`src/hw/tcr_defs.svh`:
```
`ifndef TCR_DEFS_SVH
`define TCR_DEFS_SVH

// register byte addresses on the internal data bus
`define TCR_ADDR_CTRL 8'h15
`define TCR_ADDR_CNT_LO 8'h32
`define TCR_ADDR_CNT_HI 8'h33
`define TCR_ADDR_CMP_A 8'h36
`define TCR_ADDR_CMP_B 8'h37

// control register field positions
`define TCR_BIT_WIDE 7
`define TCR_BIT_CAPEN 6
`define TCR_BIT_FILT 5
`define TCR_BIT_EDGE 4
`define TCR_BIT_ACSEL 3
`define TCR_BIT_CTC 0

// writable bits of the control register, reserved 2:1 masked out
`define TCR_CTRL_WMASK 8'hF9

// reset values
`define TCR_CTRL_RST 8'h00
`define TCR_BYTE_RST 8'h00
`define TCR_WORD_RST 16'h0000
`define TCR_READ_IDLE 8'h00

// noise filter sample count
`define TCR_FILT_LEN 4

`endif

```
`src/hw/tcr_timer_end.sv`:
```
`timescale 1ns/1ps
// holds no logic, the whole block lives in the timer module

```
`src/hw/tcr_pkg.sv`:
```
package tcr_pkg;

	// one access of the processor on the 8-bit data bus
	typedef struct packed {
		logic [7:0] addr;
		logic [7:0] wdata;
		logic wr;
		logic rd;
	} tcr_bus_req_t;

	// decoded control register fields
	typedef struct packed {
		logic wide;
		logic capen;
		logic filt;
		logic edge_rise;
		logic acsel;
		logic ctc;
	} tcr_ctrl_t;

	// sticky event flags, also used for the clear strobes
	typedef struct packed {
		logic cap;
		logic cmp_a;
		logic cmp_b;
	} tcr_flags_t;

endpackage

```
`src/hw/tcr_timer.sv`:
```
`timescale 1ns/1ps
`include "tcr_defs.svh"

module tcr_timer
	import tcr_pkg::*;
(
	input wire logic clk_i,
	input wire logic resetn_i,
	input wire tcr_bus_req_t bus_i,
	output logic [7:0] rdata_o,
	input wire logic timer_tick_i,
	input wire logic capture_input_pin_i,
	input wire logic comparator_out_i,
	input wire logic capture_irq_enable_i,
	input wire tcr_flags_t flag_clear_i,
	output tcr_flags_t flags_o,
	output logic capture_irq_o,
	output logic [15:0] counter_o
);

	// pack the control fields back into a byte, reserved bits zero
	function automatic logic [7:0] ctrl_to_byte(input tcr_ctrl_t c);
		logic [7:0] b;
		b = 8'h00;
		b[`TCR_BIT_WIDE] = c.wide;
		b[`TCR_BIT_CAPEN] = c.capen;
		b[`TCR_BIT_FILT] = c.filt;
		b[`TCR_BIT_EDGE] = c.edge_rise;
		b[`TCR_BIT_ACSEL] = c.acsel;
		b[`TCR_BIT_CTC] = c.ctc;
		return b;
	endfunction

	// unpack a written byte into control fields
	function automatic tcr_ctrl_t byte_to_ctrl(input logic [7:0] b);
		tcr_ctrl_t c;
		c.wide = b[`TCR_BIT_WIDE];
		c.capen = b[`TCR_BIT_CAPEN];
		c.filt = b[`TCR_BIT_FILT];
		c.edge_rise = b[`TCR_BIT_EDGE];
		c.acsel = b[`TCR_BIT_ACSEL];
		c.ctc = b[`TCR_BIT_CTC];
		return c;
	endfunction

	// synchroniser flops for the two asynchronous trigger sources
	logic pin_s1_q; // first stage, read only by the second
	logic pin_s2_q; // pin, safe to use
	logic acmp_s1_q; // first stage, read only by the second
	logic acmp_s2_q; // comparator, safe to use

	// front end state
	logic [`TCR_FILT_LEN-1:0] hist_q; // last four samples
	logic [`TCR_FILT_LEN-1:0] hist_d;
	logic filt_q; // filtered level
	logic filt_d;
	logic prev_q; // level seen one cycle earlier
	logic prev_d;

	// register file and counter state
	tcr_ctrl_t ctrl_q; // control register fields
	tcr_ctrl_t ctrl_d;
	logic [15:0] cnt_q; // counter, high byte idle in 8-bit mode
	logic [15:0] cnt_d;
	logic [7:0] cmp_a_q; // compare A, capture low byte
	logic [7:0] cmp_a_d;
	logic [7:0] cmp_b_q; // compare B, capture high byte
	logic [7:0] cmp_b_d;
	logic [7:0] latch_q; // shared high-byte latch
	logic [7:0] latch_d;
	logic block_q; // match blocked until next tick
	logic block_d;
	tcr_flags_t flags_q; // sticky event flags
	tcr_flags_t flags_d;
	logic [7:0] rdata_q; // read data, valid the cycle after rd
	logic [7:0] rdata_d;
	logic irq_q; // capture interrupt request
	logic irq_d;

	// combinational helpers
	logic src_lvl; // selected raw trigger level
	logic fe_lvl; // level after optional filter
	logic edge_hit; // triggering edge in capture mode
	logic match_a; // compare A or combined compare equal
	logic match_b; // compare B equal, 8-bit mode only
	logic acc_ctrl; // address decode strobes
	logic acc_cnt_lo;
	logic acc_cnt_hi;
	logic acc_cmp_a;
	logic acc_cmp_b;

	// two-flop synchronisers, only the second stage reads the first stage
	always_ff @(posedge clk_i or negedge resetn_i) begin
		if (!resetn_i) begin
			pin_s1_q <= 1'b0;
			pin_s2_q <= 1'b0;
			acmp_s1_q <= 1'b0;
			acmp_s2_q <= 1'b0;
		end else begin
			pin_s1_q <= capture_input_pin_i;
			pin_s2_q <= pin_s1_q;
			acmp_s1_q <= comparator_out_i;
			acmp_s2_q <= acmp_s1_q;
		end
	end

	// capture front end: source select, filter, edge detect
	always_comb begin
		src_lvl = ctrl_q.acsel ? acmp_s2_q : pin_s2_q;
		hist_d = {hist_q[`TCR_FILT_LEN-2:0], src_lvl};
		filt_d = filt_q;
		// four equal samples flip
		// the sample taken now is the fourth, so the filter adds four cycles, not five
		if (&hist_d) begin
			filt_d = 1'b1;
		end else if (~|hist_d) begin
			filt_d = 1'b0;
		end
		// filter bypassed when off, so the added delay only applies when on
		fe_lvl = ctrl_q.filt ? filt_q : src_lvl;
		prev_d = fe_lvl;
		if (ctrl_q.edge_rise) begin
			edge_hit = fe_lvl & ~prev_q;
		end else begin
			edge_hit = ~fe_lvl & prev_q;
		end
		edge_hit = edge_hit & ctrl_q.capen;
	end

	// front end registers
	always_ff @(posedge clk_i or negedge resetn_i) begin
		if (!resetn_i) begin
			hist_q <= '0;
			filt_q <= 1'b0;
			prev_q <= 1'b0;
		end else begin
			hist_q <= hist_d;
			filt_q <= filt_d;
			prev_q <= prev_d;
		end
	end

	// address decode, one strobe per register
	always_comb begin
		acc_ctrl = 1'b0;
		acc_cnt_lo = 1'b0;
		acc_cnt_hi = 1'b0;
		acc_cmp_a = 1'b0;
		acc_cmp_b = 1'b0;
		if (bus_i.addr == `TCR_ADDR_CTRL) begin
			acc_ctrl = 1'b1;
		end else if (bus_i.addr == `TCR_ADDR_CNT_LO) begin
			acc_cnt_lo = 1'b1;
		end else if (bus_i.addr == `TCR_ADDR_CNT_HI) begin
			acc_cnt_hi = 1'b1;
		end else if (bus_i.addr == `TCR_ADDR_CMP_A) begin
			acc_cmp_a = 1'b1;
		end else if (bus_i.addr == `TCR_ADDR_CMP_B) begin
			acc_cmp_b = 1'b1;
		end
	end

	// counter, compare, latch, flags and bus read path
	always_comb begin
		ctrl_d = ctrl_q;
		cnt_d = cnt_q;
		cmp_a_d = cmp_a_q;
		cmp_b_d = cmp_b_q;
		latch_d = latch_q;
		block_d = block_q;
		rdata_d = rdata_q;
		// compare B forms the high byte
		if (ctrl_q.wide) begin
			match_a = (cnt_q == {cmp_b_q, cmp_a_q});
		end else begin
			match_a = (cnt_q[7:0] == cmp_a_q);
		end
		match_b = ~ctrl_q.wide & (cnt_q[7:0] == cmp_b_q);
		// software clears first, so a same-cycle set below wins
		flags_d = flags_q & ~flag_clear_i;

		// timer tick: count and raise compare flags
		if (timer_tick_i) begin
			// flag on tick, wide only A
			if (!block_q && !ctrl_q.capen) begin
				flags_d.cmp_a = flags_d.cmp_a | match_a;
				flags_d.cmp_b = flags_d.cmp_b | match_b;
			end
			// block lasts exactly one tick
			block_d = 1'b0;
			if (ctrl_q.ctc && match_a) begin
				cnt_d = `TCR_WORD_RST;
			end else if (ctrl_q.wide) begin
				cnt_d = cnt_q + 16'h0001;
			end else begin
				// 8-bit mode wraps the low byte, high byte untouched
				cnt_d = {cnt_q[15:8], cnt_q[7:0] + 8'h01};
			end
		end

		// processor counter writes override counting in the same cycle, except a high-byte write in wide mode
		if (bus_i.wr) begin
			if (acc_ctrl) begin
				ctrl_d = byte_to_ctrl(bus_i.wdata & `TCR_CTRL_WMASK);
			end else if (acc_cnt_lo) begin
				block_d = 1'b1;
				if (ctrl_q.wide) begin
					cnt_d = {latch_q, bus_i.wdata};
				end else begin
					cnt_d = {cnt_q[15:8], bus_i.wdata};
				end
			end else if (acc_cnt_hi) begin
				// high byte goes to the shared latch
				latch_d = bus_i.wdata;
				block_d = 1'b1;
				if (!ctrl_q.wide) begin
					cnt_d = {bus_i.wdata, cnt_q[7:0]};
				end
			end else if (acc_cmp_a) begin
				cmp_a_d = bus_i.wdata;
				// latched high byte lands in compare B
				if (ctrl_q.wide) begin
					cmp_b_d = latch_q;
				end
			end else if (acc_cmp_b) begin
				// wide mode: high byte waits in the latch
				if (ctrl_q.wide) begin
					latch_d = bus_i.wdata;
				end else begin
					cmp_b_d = bus_i.wdata;
				end
			end
		end

		// processor reads, data appears one cycle later
		if (bus_i.rd) begin
			if (acc_ctrl) begin
				rdata_d = ctrl_to_byte(ctrl_q);
			end else if (acc_cnt_lo) begin
				rdata_d = cnt_q[7:0];
				if (ctrl_q.wide) begin
					latch_d = cnt_q[15:8];
				end
			end else if (acc_cnt_hi) begin
				rdata_d = ctrl_q.wide ? latch_q : cnt_q[15:8];
			end else if (acc_cmp_a) begin
				rdata_d = cmp_a_q;
				// only capture value goes through latch
				if (ctrl_q.wide && ctrl_q.capen) begin
					latch_d = cmp_b_q;
				end
			end else if (acc_cmp_b) begin
				rdata_d = (ctrl_q.wide && ctrl_q.capen) ? latch_q : cmp_b_q;
			end else begin
				// unmapped address reads as zero
				rdata_d = `TCR_READ_IDLE;
			end
		end

		// capture copies counter, sets flag
		// capture beats a processor write to the compare pair,
		// since losing a measured event is worse than losing a store
		if (edge_hit) begin
			cmp_a_d = cnt_q[7:0];
			if (ctrl_q.wide) begin
				cmp_b_d = cnt_q[15:8];
			end
			flags_d.cap = 1'b1;
		end

		// capture irq gated by mask bit
		irq_d = flags_d.cap & capture_irq_enable_i;
	end

	// register file registers
	always_ff @(posedge clk_i or negedge resetn_i) begin
		if (!resetn_i) begin
			ctrl_q <= byte_to_ctrl(`TCR_CTRL_RST);
			// all counter and compare bytes zero
			cnt_q <= `TCR_WORD_RST;
			cmp_a_q <= `TCR_BYTE_RST;
			cmp_b_q <= `TCR_BYTE_RST;
			latch_q <= `TCR_BYTE_RST;
			block_q <= 1'b0;
			flags_q <= '0;
			rdata_q <= `TCR_READ_IDLE;
			irq_q <= 1'b0;
		end else begin
			ctrl_q <= ctrl_d;
			cnt_q <= cnt_d;
			cmp_a_q <= cmp_a_d;
			cmp_b_q <= cmp_b_d;
			latch_q <= latch_d;
			block_q <= block_d;
			flags_q <= flags_d;
			rdata_q <= rdata_d;
			irq_q <= irq_d;
		end
	end

	// outputs straight from flops
	assign rdata_o = rdata_q;
	assign flags_o = flags_q;
	assign capture_irq_o = irq_q;
	assign counter_o = cnt_q;

endmodule

```
`config.mk`:
```
export PLATFORM = sky130hd
export DESIGN_NAME = tcr_timer
export DESIGN_NICKNAME = d
export VERILOG_FILES = /design/src/hw/tcr_timer_end.sv /design/src/hw/tcr_pkg.sv /design/src/hw/tcr_timer.sv
export VERILOG_INCLUDE_DIRS = /design/src /design/src/hw
export SDC_FILE = /design/constraint.sdc
export NUM_CORES = 1
export LEC_CHECK = 0
export ABC_AREA = 1
export BUFFER_PORTS_ARGS = -buffer_cell sky130_fd_sc_hd__buf_2
export CAP_MARGIN = 20
export CELL_PAD_IN_SITES_DETAIL_PLACEMENT = 0
export CELL_PAD_IN_SITES_GLOBAL_PLACEMENT = 2
export CORE_UTILIZATION = 34
export DETAILED_ROUTE_END_ITERATION = 8
export PLACE_DENSITY_LB_ADDON = 0.2
export SYNTH_ARGS = -nofsm -noshare
export SYNTH_HDL_FRONTEND = slang
export SYNTH_SLANG_ARGS = --single-unit
export TNS_END_PERCENT = 100
```
`constraint.sdc`:
```
create_clock -name clk_i -period 1.9 [get_ports clk_i]
set_clock_uncertainty 0.05 [all_clocks]
set_input_delay 0.38 -clock clk_i [delete_from_list [all_inputs] [get_ports clk_i]]
set_output_delay 0.38 -clock clk_i [all_outputs]
set_load 0.01 [all_outputs]
```
==> impl_metrics.py, run 1 <==
metrics = {
    "power_and_ir_drop": {
        "switching_share": 0.378,
        "p_switching_mw": 2.44,
        "cellLeakagePower_nw": 3.32,
        "combPwrFrac": 0.389,
        "cellPowerDensity_nw_per_um2": 953,
        "p_int_mw": 4.01,
        "seq_power_share": 0.306,
        "power_frac_clock": 0.304,
        "irDropWorstVdd_uv": 395,
    },
    "sta": {
        "fin_ws_ns": -0.0379,
        "fin_crit_sh": 1.02,
        "slew_violations": 0,
        "grt_setup_unrepaired": "true",
        "worstMarginPinSlew_ns": 0.458,
        "setup_viol": 3,
        "period_needed_ns": 1.94,
        "setup_tns_ns": -0.0777,
        "timing.fmax_mhz": 516,
        "slew_headroom": 0.695,
        "hold_viol": 0,
    },
    "finish": {
        "layout-drive-gt1-share": 0.349,
        "syn2layout_area_growth_pct": 43.9,
        "final_cells": 1027,
        "final_cell_area_um2": 6770,
        "fin_util": 0.507,
        "diodes": 0,
        "fin_nets": 874,
        "n_fill_cell": 1376,
    },
    "cts": {
        "clk_pin_slew_ns": 0.06,
        "clk_latency_ns": 0.35,
        "clock-root-buffer": "clkbuf_16",
        "clock_path_buffers": 2,
        "htree_levels": 3,
        "cts_tree": "yes",
        "numCtsBuffers": 9,
        "clock_sinks": 68,
    },
    "drt": {
        "antenna_left": 0,
        "drt_iter0_drc": 450,
        "wire_per_inst_um": 20.6,
        "vias": 5533,
        "drt_wl_total_um": 21200,
        "vias_per_cell": 5.39,
        "first_pass_iters": 4,
        "drc_errors": 0,
    },
    "setup_path": {
        "end_kind": "register",
        "start_kind": "register",
        "cp_max_fo": 5,
        "arrival_ns": 2.13,
        "critPathKind": "register to register",
        "worst_ep_required_time_ns": 2.09,
    },
    "global_route": {
        "grt_pass1_wl_um": 32600,
        "grt_max_degree": 38,
        "grt_overflow": 0,
        "track_usage": 0.310,
        "grt_pass1_vias": 5469,
        "antenna_found_initial": 0,
    },
    "outcome": {
        "status": "finished, violations left",
        "violations": "setup timing",
    },
    "synthesis": {
        "synth_area_um2": 4700,
        "ys_types": 52,
        "postSynthAreaPerCell_um2": 7.16,
        "synth-seq-cells": 68,
        "synth.top_cell.area_share": 0.362,
        "synth.most_common_cell": "nand2_1",
        "ys_seq_area_frac": 0.362,
        "synth_top_cell_by_area": "dfrtp_1",
        "synth_commonest_cells": "nand2_1 (155), inv_1 (76), o21ai_0 (72)",
        "syn-num-nets": 685,
        "synthFlopType": "dfrtp_1",
        "ys_async_sr_fraction": 1.00,
        "syn_inst": 657,
        "synth-edff-count": 0,
        "synthTopCellsByArea": "dfrtp_1 (36%), nand2_1 (12%), o21ai_0 (7.7%)",
        "yosysWarningCount": 0,
    },
    "flow_run": {
        "cap_violations": 0,
    },
    "floorplan": {
        "core_area_um2": 13300,
        "die_h_um": 120,
        "fp-row-count": 42,
        "die_w_um": 120,
        "initial_core_util": 0.352,
        "dieArea_um2": 14300,
        "ios": 55,
    },
    "placement": {
        "gp_congestion": 0.930,
        "hpwl_um": 16800,
        "placedInstanceArea_um2": 6180,
        "dp.cells": 1002,
        "io_buffer_count": 54,
        "place_ws_ns": -0.236,
    },
    "worst_hold_path": {
        "hp-class": "input pin to register",
    },
}
[layout make-up]
class / instances / area (um2) / area share
well taps: 176 / 220 / 0.0325
inverters: 93 / 363 / 0.0536
multi-input cells: 474 / 2690 / 0.398
flip-flops and latches: 68 / 1710 / 0.252
repair buffers: 200 / 1450 / 0.215
clock buffers: 10 / 239 / 0.0353
clock inverters: 6 / 95.1 / 0.0140
[what timing repair did]
| action | in CTS | in global routing |
|---|---|---|
| endpoints found under the hold margin | 31 | 0 |
| resized for setup | 19 | 28 |
| setup endpoints to repair | 25 | 32 |
| pin swaps | 5 | 6 |
| hold buffers | 1 | 0 |
| cloned | 0 | 0 |
| setup buffers | 4 | 4 |
[final timing paths]
| check | slack (ns) | start | cells after the start | endpoint |
|---|---|---|---|---|
| max | -0.04 | counter_o[0] | 14 | counter_o[15] |
| min | 0.08 | comparator_out_i | 1 | acmp_s1_q |
| max reg2reg | -0.04 | counter_o[0] | 14 | counter_o[15] |
| min reg2reg | 0.30 | acmp_s1_q | 0 | acmp_s2_q |
| max in group asynchronous | 0.74 | resetn_i | 3 | counter_o[8] |
| min in group asynchronous | 0.47 | resetn_i | 2 | flags_o[2] |
[registers in the layout, indices dropped and copies added, names as in the netlist]
name,cells
capture_irq_o,1
block_q,1
acmp_s2_q,1
pin_s1_q,1
cmp_b_q,8
rdata_o,8
hist_q,3
acmp_s1_q,1
counter_o,16
filt_q,1
latch_q,8
flags_o,3
pin_s2_q,1
ctrl_q,6
prev_q,1
cmp_a_q,8
[per-layer routing]
layer  wire length, um  GRT usage  up-vias  part of all wire
met5                 0          0        -                 0
met4               680      0.125        0             0.032
met3              1100     0.0418       39             0.052
met2              9870      0.500      186              0.47
met1              9510      0.418     2690              0.45
li1                  -          -     2618                 -
[metrics by stage]
step / hold slack [ns] / total power [mW]
6_report: 0.0812 / 6.45
3_5_place_dp: 0.286 / 4.32
4_1_cts: 0.0788 / 6.34
3_3_place_gp: 0.282 / 4.31
5_1_grt: 0.0820 / 6.74
2_1_floorplan: 0.0344 / 2.96
[critical path, stage by stage (launching register included)]
cell and delay (ns):
dfrtp_1 0.41, buf_4 0.15, nand2_1 0.09, nor2_4 0.12, nand2_2 0.09, nor3_4 0.16
nand3_2 0.12, nor3_4 0.17, nand2_1 0.09, nand2_1 0.07, inv_1 0.03, o21ai_1 0.10
nand2_1 0.06, nand2_1 0.06, nand2_1 0.04
[logic make-up (layout without fill, tap and decap cells)]
family          after synthesis  after routing  synth area share
compound gates              193            193             0.246
xor+xnor                      9              9            0.0168
fa+ha+maj                     1              1           0.00266
buf+inv                     115            309            0.0979
flops                        68             68             0.362
mux                           2              2           0.00426
simple gates                269            269             0.271
[placed cells by master, fill, tap and decap left out, types with 6 or more instances in the layout]
master,count
dfrtp_1,63
inv_2,13
clkbuf_16,9
buf_2,53
nand2_1,150
o221ai_1,12
xnor2_1,6
nor2_4,9
nor3_1,6
nand2_2,11
nand3_2,6
nand4_1,6
o21ai_1,20
nor2_1,40
o22ai_1,8
o21ai_0,69
a21oi_1,33
inv_1,76
buf_4,136
o211ai_1,17
nand3_1,16
[power by group through the flow]
| stage | combinational [mW] | sequential [mW] | clock, mW |
|---|---|---|---|
| 6_report | 2.51 | 1.97 | 1.96 |
| 5_1_grt | 2.71 | 2.00 | 2.03 |
| 4_1_cts | 2.39 | 1.97 | 1.97 |
| 3_5_place_dp | 2.33 | 1.99 | 0 |
| 3_3_place_gp | 2.33 | 1.98 | 0 |
| 2_1_floorplan | 0.971 | 1.99 | 0 |
No activity file was read; power rests on OpenSTA's default activity.
==> run 2, diff against run 1 <==
--- a/config.mk
+++ b/config.mk
@@ -11,7 +11,8 @@
 export CAP_MARGIN = 20
 export CELL_PAD_IN_SITES_DETAIL_PLACEMENT = 0
 export CELL_PAD_IN_SITES_GLOBAL_PLACEMENT = 2
-export CORE_UTILIZATION = 34
+export CORE_MARGIN = 2
+export CORE_UTILIZATION = 30
 export DETAILED_ROUTE_END_ITERATION = 8
 export PLACE_DENSITY_LB_ADDON = 0.2
 export SYNTH_ARGS = -nofsm -noshare
==> constraint.sdc (replaced) <==
create_clock -name clk_i -period 1.6 [get_ports clk_i]
set_clock_uncertainty 0.05 [all_clocks]
set_input_delay 0.32 -clock clk_i [delete_from_list [all_inputs] [get_ports clk_i]]
set_output_delay 0.32 -clock clk_i [all_outputs]
set_load 0.01 [all_outputs]
==> run 2 against run 1 <==
- the run still ends with setup timing left
- global-route usage is 2.5 points lower
- count of clock-buffer cells in the layout fell by 1
- register-to-register slack worse by 0.29 ns
- sequential share of layout area decreased by 3.9 points
- flip-flop and latch count stayed put
- critical endpoint is now counter_o[13]
- largest cell class unchanged
==> impl_metrics.py, run 2 (synthesis results as in run 1) <==
metrics = {
    "global_route": {
        "track_usage": 0.285,
        "antenna_found_initial": 1,
        "grt_pass1_vias": 5852,
        "grt_pass1_wl_um": 34700,
        "grt_max_degree": 32,
        "grt_overflow": 0,
    },
    "setup_path": {
        "arrival_ns": 2.10,
        "r2r_end": "counter_o[13]",
        "r2r_cells": 12,
        "cp_max_fo": 7,
        "start_kind": "register",
        "end_kind": "register",
        "worst_ep_required_time_ns": 1.78,
        "rrSetupSlack_ns": -0.33,
        "critPathKind": "register to register",
        "r2r-start": "counter_o[1]",
    },
    "drt": {
        "antenna_left": 0,
        "vias": 5782,
        "drt_iter0_drc": 490,
        "drc_errors": 0,
        "drt_wl_total_um": 23100,
        "vias_per_cell": 5.14,
        "first_pass_iters": 5,
        "wire_per_inst_um": 20.5,
    },
    "finish": {
        "fin_nets": 936,
        "final_cell_area_um2": 8020,
        "mostFrequentLayoutCells": "buf_4 (162), nand2_1 (125), inv_1 (67)",
        "largest_register_ffs": 16,
        "layout-drive-gt1-share": 0.503,
        "syn2layout_area_growth_pct": 70.5,
        "diodes": 0,
        "n_fill_cell": 1495,
        "fin_util": 0.526,
        "layout_commonest_cell": "buf_4",
    },
    "placement": {
        "placedInstanceArea_um2": 6520,
        "hpwl_um": 17500,
        "gp_congestion": 1.00,
        "io_buffer_count": 54,
    },
    "sta": {
        "grt_setup_unrepaired": "true",
        "hold_viol": 0,
        "fin_ws_ns": -0.327,
        "slew_headroom": 0.717,
        "timing.fmax_mhz": 519,
        "fin_crit_sh": 1.20,
        "setup_viol": 42,
        "slew_violations": 0,
        "worstMarginPinSlew_ns": 0.422,
        "period_needed_ns": 1.93,
    },
    "cts": {
        "numCtsBuffers": 9,
        "clk_pin_slew_ns": 0.06,
        "htree_levels": 3,
        "clk_latency_ns": 0.35,
        "cts_tree": "yes",
        "clock_path_buffers": 2,
        "clock_sinks": 68,
        "clock-root-buffer": "clkbuf_16",
    },
    "power_and_ir_drop": {
        "cellLeakagePower_nw": 3.83,
        "irDropWorstVdd_uv": 545,
        "cellPowerDensity_nw_per_um2": 1000,
    },
    "floorplan": {
        "ios": 55,
        "die_h_um": 129,
        "fp-row-count": 45,
        "initial_core_util": 0.308,
        "die_w_um": 129,
        "core_area_um2": 15300,
        "dieArea_um2": 16700,
    },
    "flow_run": {
        "cap_violations": 0,
    },
    "outcome": {
        "status": "finished, violations left",
        "violations": "setup timing",
    },
    "worst_hold_path": {
        "min_path_cells": 1,
        "hold_start": "capture_input_pin_i",
        "timing.hold.worst_endpoint": "pin_s1_q",
        "hp-class": "input pin to register",
    },
}
==> run 2: where the power goes <==
group | leakage (nW) | internal, mW | total [mW] | switching [mW]
Combinational | 2.84 | 1.60 | 3.53 | 1.94
Clock | 0.149 | 1.23 | 2.13 | 0.894
Sequential | 0.837 | 2.03 | 2.36 | 0.333
==> run 2: metal layers <==
| layer | up-vias | GRT usage | part of all wire |
|---|---|---|---|
| met5 | - | 0.0294 | 0.0034 |
| met4 | 4 | 0.117 | 0.034 |
| met3 | 53 | 0.0516 | 0.056 |
| met2 | 176 | 0.460 | 0.47 |
| met1 | 2805 | 0.376 | 0.43 |
| li1 | 2744 | - | - |
==> run 2: how the worst max path moves through the flow <==
stage,from,to
after floorplan,counter_o[3],counter_o[7]
after global placement,bus_i[17],counter_o[15]
after detailed placement,bus_i[17],counter_o[15]
after CTS,counter_o[0],counter_o[15]
after global routing,counter_o[1],counter_o[14]
final,counter_o[1],counter_o[13]
==> run 2: layout make-up <==
| type | instances | area, um2 | share of cell area |
|---|---|---|---|
| Timing Repair Buffer | 259 | 2070 | 0.258 |
| Sequential cell | 68 | 1710 | 0.213 |
| Tap cell | 211 | 264 | 0.0329 |
| Clock inverter | 7 | 83.8 | 0.0105 |
| Timing Repair inverter | 2 | 18.8 | 0.00234 |
| Multi-Input combinational cell | 475 | 3260 | 0.406 |
| Clock buffer | 9 | 225 | 0.0281 |
| Inverter | 93 | 390 | 0.0487 |
==> run 2: what timing repair did <==
action,4_1_cts,5_1_grt
endpoints found under the hold margin,24,0
cloned,5,0
hold buffers,1,0
setup endpoints to repair,49,58
gates resized for setup,157,96
pin swaps,41,44
buffers inserted,37,14
==> run 2: worst max-delay path, cell delays in order (launching register included) <==
cell and delay (ns):
dfrtp_2 0.43, buf_4 0.14, xor2_1 0.13, nor2_1 0.09
nand2_1 0.09, nor2_4 0.14, nand4_1 0.12, buf_6 0.16
nand2_8 0.14, buf_12 0.13, o21ai_2 0.05, nand2_1 0.07
a21oi_2 0.06
==> run 2: stage by stage <==
step	std cells	setup slack, ns	TNS, ns	power (mW)	hold slack, ns
floorplan	657	-0.123	-1.17	3.57	-0.0256
global placement	1067	-0.505	-16.40	5.20	0.228
detailed placement	1067	-0.451	-17.29	5.20	0.231
CTS	1119	-0.261	-4.93	7.77	0.0183
global route	1124	-0.431	-10.90	8.42	0.0207
finish	1124	-0.327	-6.54	8.02	0.0272
